<file path="config.mk">
export PLATFORM = sky130hd
export DESIGN_NAME = rs485_transceiver_direction_control
export DESIGN_NICKNAME = d
export VERILOG_FILES = /design/src/include/rs485_dir_pkg.sv /design/src/verilog/rs485_transceiver_direction_control.sv
export VERILOG_INCLUDE_DIRS = /design/src /design/src/include
export SDC_FILE = /design/constraint.sdc
export NUM_CORES = 1
export LEC_CHECK = 0
export BUFFER_PORTS_ARGS = -buffer_cell sky130_fd_sc_hd__buf_4
export CAP_MARGIN = 20
export CORE_MARGIN = 4
export CORE_UTILIZATION = 25
export DETAILED_ROUTE_END_ITERATION = 8
export GPL_TIMING_DRIVEN = 0
export RECOVER_POWER = 25
export SYNTH_ARGS = -nofsm -noshare
export SYNTH_HDL_FRONTEND = slang
export SYNTH_SLANG_ARGS = --single-unit
export TNS_END_PERCENT = 30
</file>
<file path="constraint.sdc">
create_clock -name ref_clk -period 2.2 [get_ports ref_clk]
set_input_delay 0.44 -clock ref_clk [delete_from_list [all_inputs] [get_ports ref_clk]]
set_output_delay 0.44 -clock ref_clk [all_outputs]
set_load 0.03 [all_outputs]
</file>
<file path="src/include/rs485_dir_regs.svh">
// register offsets, reset values and mode codes for the transceiver direction control
`ifndef RS485_DIR_REGS_SVH
`define RS485_DIR_REGS_SVH
`define MODE_SELECT_OFFSET 3'h7
`define MODE_SELECT_RESET 8'h00
`define MODE_CODE_FOUR_WIRE 8'h00
`define MODE_CODE_DTR_ECHO 8'h01
`define MODE_CODE_DTR_CONTROLLED 8'h02
`define MODE_CODE_AUTO_DIRECTION 8'h03
`endif

</file>
<file path="src/include/rs485_dir_pkg.sv">
// types for the transceiver direction control
package rs485_dir_pkg;
  typedef enum logic [3:0]
  {
    MODE_FOUR_WIRE = 4'h1,
    MODE_DTR_ECHO = 4'h2,
    MODE_DTR_CONTROLLED = 4'h4,
    MODE_AUTO_DIRECTION = 4'h8
  } xcvr_mode_t;
endpackage

</file>
<file path="src/verilog/rs485_transceiver_direction_control.sv">
// rs485 line driver and receiver enable control with mode register at port offset 7
`timescale 1ns/100ps
`include "rs485_dir_regs.svh"

module rs485_transceiver_direction_control
(
  input wire logic ref_clk,
  input wire logic reset,
  input wire logic clkEnable,
  input wire logic [2:0] ioAddr,
  input wire logic ioWrite,
  input wire logic ioRead,
  input wire logic [7:0] ioWriteData,
  output logic [7:0] ioReadData,
  output logic ioReadHit,
  input wire logic dataTerminalReady_n,
  input wire logic transmit_ready_indicator_n,
  output logic driverEnable,
  output logic receiverEnable,
  output logic [3:0] activeMode
);

  // ====================================================
  // access decode
  logic writeHit;
  logic readHit;

  always_comb
  begin
    writeHit = 1'b0;
    readHit = 1'b0;
    if (ioAddr == `MODE_SELECT_OFFSET)
    begin
      writeHit = ioWrite;
      readHit = ioRead;
    end
  end

  assign ioReadHit = readHit;

  // ====================================================
  // mode register
  logic [7:0] modeSelect_reg;
  logic [7:0] modeSelect_next;

  always_comb
  begin
    modeSelect_next = modeSelect_reg;
    if (writeHit)
    begin
      modeSelect_next = ioWriteData;
    end
  end

  always_ff @(posedge ref_clk or posedge reset)
  begin
    if (reset)
    begin
      modeSelect_reg <= `MODE_SELECT_RESET;
    end
    else if (clkEnable)
    begin
      modeSelect_reg <= modeSelect_next;
    end
  end

  // ====================================================
  // read data register
  logic [7:0] readData_reg;
  logic [7:0] readData_next;

  always_comb
  begin
    readData_next = readData_reg;
    if (readHit)
    begin
      readData_next = modeSelect_reg;
    end
  end

  always_ff @(posedge ref_clk or posedge reset)
  begin
    if (reset)
    begin
      readData_reg <= 8'h00;
    end
    else if (clkEnable)
    begin
      readData_reg <= readData_next;
    end
  end

  assign ioReadData = readData_reg;

  // ====================================================
  // code recognition
  logic codeFourWire;
  logic codeDtrEcho;
  logic codeDtrControlled;
  logic codeAutoDirection;

  always_comb
  begin
    codeFourWire = 1'b0;
    codeDtrEcho = 1'b0;
    codeDtrControlled = 1'b0;
    codeAutoDirection = 1'b0;
    if (modeSelect_next == `MODE_CODE_FOUR_WIRE)
    begin
      codeFourWire = 1'b1;
    end
    if (modeSelect_next == `MODE_CODE_DTR_ECHO)
    begin
      codeDtrEcho = 1'b1;
    end
    if (modeSelect_next == `MODE_CODE_DTR_CONTROLLED)
    begin
      codeDtrControlled = 1'b1;
    end
    if (modeSelect_next == `MODE_CODE_AUTO_DIRECTION)
    begin
      codeAutoDirection = 1'b1;
    end
  end

  // ====================================================
  // decoded mode register
  rs485_dir_pkg::xcvr_mode_t mode_reg;
  rs485_dir_pkg::xcvr_mode_t mode_next;

  // decoded with the byte, no lag
  always_comb
  begin
    if (codeFourWire)
    begin
      mode_next = rs485_dir_pkg::MODE_FOUR_WIRE;
    end
    else if (codeDtrEcho)
    begin
      mode_next = rs485_dir_pkg::MODE_DTR_ECHO;
    end
    else if (codeDtrControlled)
    begin
      mode_next = rs485_dir_pkg::MODE_DTR_CONTROLLED;
    end
    else if (codeAutoDirection)
    begin
      mode_next = rs485_dir_pkg::MODE_AUTO_DIRECTION;
    end
    else
    begin
      mode_next = rs485_dir_pkg::MODE_FOUR_WIRE;
    end
  end

  always_ff @(posedge ref_clk or posedge reset)
  begin
    if (reset)
    begin
      mode_reg <= rs485_dir_pkg::MODE_FOUR_WIRE;
    end
    else if (clkEnable)
    begin
      mode_reg <= mode_next;
    end
  end

  // ====================================================
  // active low control inputs
  logic dtrAsserted;
  logic txReadyAsserted;

  assign dtrAsserted = ~dataTerminalReady_n;
  assign txReadyAsserted = ~transmit_ready_indicator_n;

  // ====================================================
  // per-mode enable candidates
  logic echoDrive;
  logic echoListen;
  logic controlledDrive;
  logic controlledListen;
  logic autoDrive;
  logic autoListen;

  always_comb
  begin
    echoDrive = ~dtrAsserted;
    echoListen = 1'b1;
  end

  always_comb
  begin
    controlledDrive = ~dtrAsserted;
    controlledListen = dtrAsserted;
  end

  always_comb
  begin
    autoDrive = txReadyAsserted;
    autoListen = ~txReadyAsserted;
  end

  // ====================================================
  // enable select
  logic driveSel;
  logic listenSel;

  always_comb
  begin
    case (mode_reg)
      rs485_dir_pkg::MODE_FOUR_WIRE:
      begin
        driveSel = 1'b1;
        listenSel = 1'b1;
      end
      rs485_dir_pkg::MODE_DTR_ECHO:
      begin
        driveSel = echoDrive;
        listenSel = echoListen;
      end
      rs485_dir_pkg::MODE_DTR_CONTROLLED:
      begin
        driveSel = controlledDrive;
        listenSel = controlledListen;
      end
      rs485_dir_pkg::MODE_AUTO_DIRECTION:
      begin
        driveSel = autoDrive;
        listenSel = autoListen;
      end
      default:
      begin
        driveSel = 1'b1;
        listenSel = 1'b1;
      end
    endcase
  end

  // ====================================================
  // outputs
  assign driverEnable = driveSel;
  assign receiverEnable = listenSel;
  assign activeMode = mode_reg;

endmodule

</file>
# After elaboration in Yosys (flattened, before gate mapping)
# Index checks and enable logic that the tools add are counted.
# W data, S select, Z words.
# word_totals
reg_bits,20
latch_bits,0
mem_bits_rw,0
rom_bits,0
inputBits,18
output_inout_bits,15
wordCells,28
n_memories,0
# op_classes
n_addsub,0
multipliers,0
div,0
magnitude_cmp,0
eq_ne,7
shifts,0
mux,13
bitwise_logic,2
n_reduce_logical,3
# ops
op,n
$eq A8 B2 Y1 const B,2
$mux W4,4
$eq A8 B1 Y1 const B,1
$logic_not A8 Y1,1
$mux W8,1
$mux W1,6
$eq A4 B2 Y1 const B,1
$eq A4 B3 Y1 const B,1
$eq A4 B4 Y1 const B,1
$pmux W1 S2,2
$eq A3 B3 Y1 const B,1
$not A1 Y1,2
$reduce_and A2 Y1,1
$reduce_or A2 Y1,1

# Depth between registers and ports, before layout
# logic_depth
depth_word,9
mapped_depth,5
depth_no_buf,4

# Worst setup path before layout
# Ideal clock, no wire load.
# synth_timing
path_kind,register -> output
from,register mode_reg[2] (netlist: activeMode[2])
to,output driverEnable
t_arrival_ps,1267
required_time_ps,1760
slack_ps,493
stages_incl_launch_ff,4
path_buffers,0
path_cell_list,dfrtp_1 > xnor2_1 > nor3_1 > o21bai_1
# synth_via
elab_chain_cells,3
word_cells_on_any_way,5
cone_classes,eq/ne: 3; mux: 1; reduce/logical: 1
# synth_lines
item,line,text
start: declaration,rs485_transceiver_direction_control.sv:128,rs485_dir_pkg::xcvr_mode_t mode_reg;
start signal: assignment,rs485_transceiver_direction_control.sv:160,mode_reg <= rs485_dir_pkg::MODE_FOUR_WIRE;
start signal: assignment,rs485_transceiver_direction_control.sv:164,mode_reg <= mode_next;
$eq A4 B3 Y1 / $eq A4 B2 Y1 (equally long branches),rs485_transceiver_direction_control.sv:210,case (mode_reg)
$reduce_or A2 Y1 (no source line),--,
$pmux W1 S2 (*),rs485_transceiver_direction_control.sv:210,
end: declaration,rs485_transceiver_direction_control.sv:18,"output logic driverEnable,"
# Every way passes the cells marked *; elsewhere a longest branch is shown, timed or not.

# Worst setup path after layout
# layout_timing
from,register mode_reg[2] (netlist: activeMode[2])
to,output receiverEnable
# layout_via
elab_chain_cells,2
word_cells_on_any_way,3
cone_classes,eq/ne: 2; mux: 1
# layout_lines
item,line,text
$eq A4 B4 Y1 / $eq A4 B3 Y1 (equally long branches),rs485_transceiver_direction_control.sv:210,
$pmux W1 S2 (*),rs485_transceiver_direction_control.sv:210,
end: declaration,rs485_transceiver_direction_control.sv:19,"output logic receiverEnable,"
# Marked as above.

==> run summary <==
Synth top cells by count: dfrtp_1 (19), mux2_2 (15), nand2_1 (5)
Tcrit/Tclk final: 83.2%
f_max: 546 MHz
critical path class: reg2out
hold_buf cts: 0
clock latency on the worst-skew pair: 0.25 ns
cell family with most CP delay: simple AND/OR/NAND/NOR gates
Worst setup SP type: register
Synth warnings: 0
Power Density: 848 nW/um^2
vias in the first global route: 694
setup TNS: 0 ns
worst setup margin: 0.369 ns
DR vias/cell: 4.62
main flop type after synthesis: dfrtp_1
top cells by area, synth: dfrtp_1 (52%), mux2_2 (18%), dfstp_2 (2.9%)
overall die height: 68.5 um
Clk Tree Root Cell: clkbuf_8
largest net degree at the start of global routing: 21
die extent in x: 68.5 um
nets: 130
first-pass GRT wire length: 3240 um
clk sink count: 20
total length of routed wires: 2080 um
clk slew on worst S/H paths: 0.07 ns
number of diodes: 0
post-DR wirelength/cell: 13.3 um
Hold Worst Slack: 0.326 ns
RD Place Congestion: 0.763
Cells after Synth: 75
syn_nets: 93
Critical Path RT: 1.76 ns
Slew @ Worst Pin: 0.772 ns
crit-path cells: nand2_1, nor2_1, a21oi_1, or3_1, buf_4
core area: 3440 um^2
initial core utilization: 26.6%
Hold Path Class: in2async
register area share after synthesis: 54.9%
Tmin final: 1.83 ns
Worst EP arrival: 1.39 ns
Syn Std Cell Area: 915 um^2
synth-to-layout area growth: 37.5%
clk buf depth: 2
slowest cell on the critical path: dfrtp_1
critical path endpoint category: output pin
TritonCTS clock tree: yes
worst path buffer plus inverter count: 1
Worst slew margin: 48.4%
MaxCap Viol Count: 0
DRT antenna net count: 0
count of cell types in the netlist: 29
setup bufs post-CTS: 0
final setup fails: 0
Max FO, Critical Path: 6
post-CTS resize count: 0
post-synthesis register bit count: 20
port bufs: 32
GR Util All Layers: 9.29%
Worst VDD drop: 0.312 mV
Final Slew Violations: 0
# DRC: 0
CTS HTree Levels: 1
Top Ports: 33
CP peak stage delay: 0.45 ns
async set-reset flop share out of synthesis: 100%
1st-pass router iterations: 4
initial drt markers: 16
initial antenna violation count: 0
status: completed
std cell rows: 21
post-synthesis average cell area: 12.2 um^2
most common cell in the netlist: dfrtp_1
layout cells sized above 1: 50.5%
RSZ-0062 raised after global routing: false
Die ar.: 4690 um^2
Fin. Hold Viols: 0
proportion of netlist area held by the largest area contributor: 52.0%
area leader, netlist: dfrtp_1
vias: 725
skew final: 0.00226 ns
grt total ovfl: 0
FILL cells: 354
worst slack, placed: 0.569 ns
Post-synth EDFFs: 0
leakage power: 0.000590 uW
cts bufs inserted: 3
==> metal layers <==
| layer | GRT usage [%] | part of all wire, % | vias up |
|---|---|---|---|
| met3 | 2.96 | 11 | 4 |
| met1 | 12.7 | 44 | 343 |
| met4 | 2.98 | 0.67 | 0 |
| met2 | 13.8 | 44 | 32 |
| li1 | - | - | 346 |
| met5 | 0 | 0 | - |
==> kinds of logic (layout without fill, tap and decap cells) <==
logic type / after synthesis / after routing / synth area share (%)
AND/OR/NAND/NOR: 25 / 25 / 16.4
XOR/XNOR: 1 / 1 / 0.958
flip-flops: 20 / 20 / 54.9
AO/OA/AOI/OAI: 9 / 9 / 7.11
buffers and inverters: 5 / 41 / 2.19
multiplexers: 15 / 15 / 18.5
==> cell usage in the layout, fill, tap and decap left out, types with 2 or more instances in the layout <==
cell type and instances:
buf_4 31, dfrtp_1 19, mux2_2 15, nand2_1 5
inv_1 4, nor2_1 4, o21ai_0 3, clkbuf_8 3
and2_1 2, nor3_1 2
==> worst reg2reg max path: cells and delay by family (launching register included) <==
family	cells	cell delay (ns)
and+or+nand+nor	3	0.82
DFF	1	0.40
AOI/OAI and AO/OA	1	0.07
==> cell type report <==
cell class              instances  area [um^2]  share of cell area, %
plain buffers                   1         5.00                  0.398
clock buffers                   4         45.0                   3.58
inverters                       4         15.0                   1.19
multi-input cells              50          393                   31.2
flip-flops and latches         20          502                   39.9
well taps                      46         57.6                   4.58
repair buffers                 32          240                   19.1
==> report_power, final <==
group          switching [uW]  internal (uW)
clock network             116            129
registers                57.3            450
logic                     166            149
==> metrics by stage <==
stage | area (um^2) | util, % | power, uW | cells
3_5_place_dp | 1210 | 35.2 | 837 | 153
5_1_grt | 1260 | 36.5 | 1130 | 157
6_report | 1260 | 36.5 | 1070 | 157
2_1_floorplan | 915 | - | 698 | 75
4_1_cts | 1260 | 36.5 | 1080 | 157
3_3_place_gp | 1210 | 35.2 | 827 | 153
==> worst paths after layout <==
path | startpoint | end | slack [ns] | cells past startpoint
min in group ref_clk | ioWriteData[2] | modeSelect_reg[2]$_DFFE_PP0P_ | 0.43 | 2
worst min-delay path | reset | ioReadData[0]$_DFFE_PP0P_ | 0.33 | 2
worst min register to register | ioReadData[4]$_DFFE_PP0P_ | ioReadData[4]$_DFFE_PP0P_ | 0.51 | 1
max in group asynchronous | reset | activeMode[1]$_DFFE_PP0P_ | 1.39 | 2
worst max-delay path | activeMode[2]$_DFFE_PP0P_ | receiverEnable | 0.37 | 5
worst max register to register | modeSelect_reg[2]$_DFFE_PP0P_ | activeMode[1]$_DFFE_PP0P_ | 0.82 | 4
No activity file was read; power rests on OpenSTA's default activity.
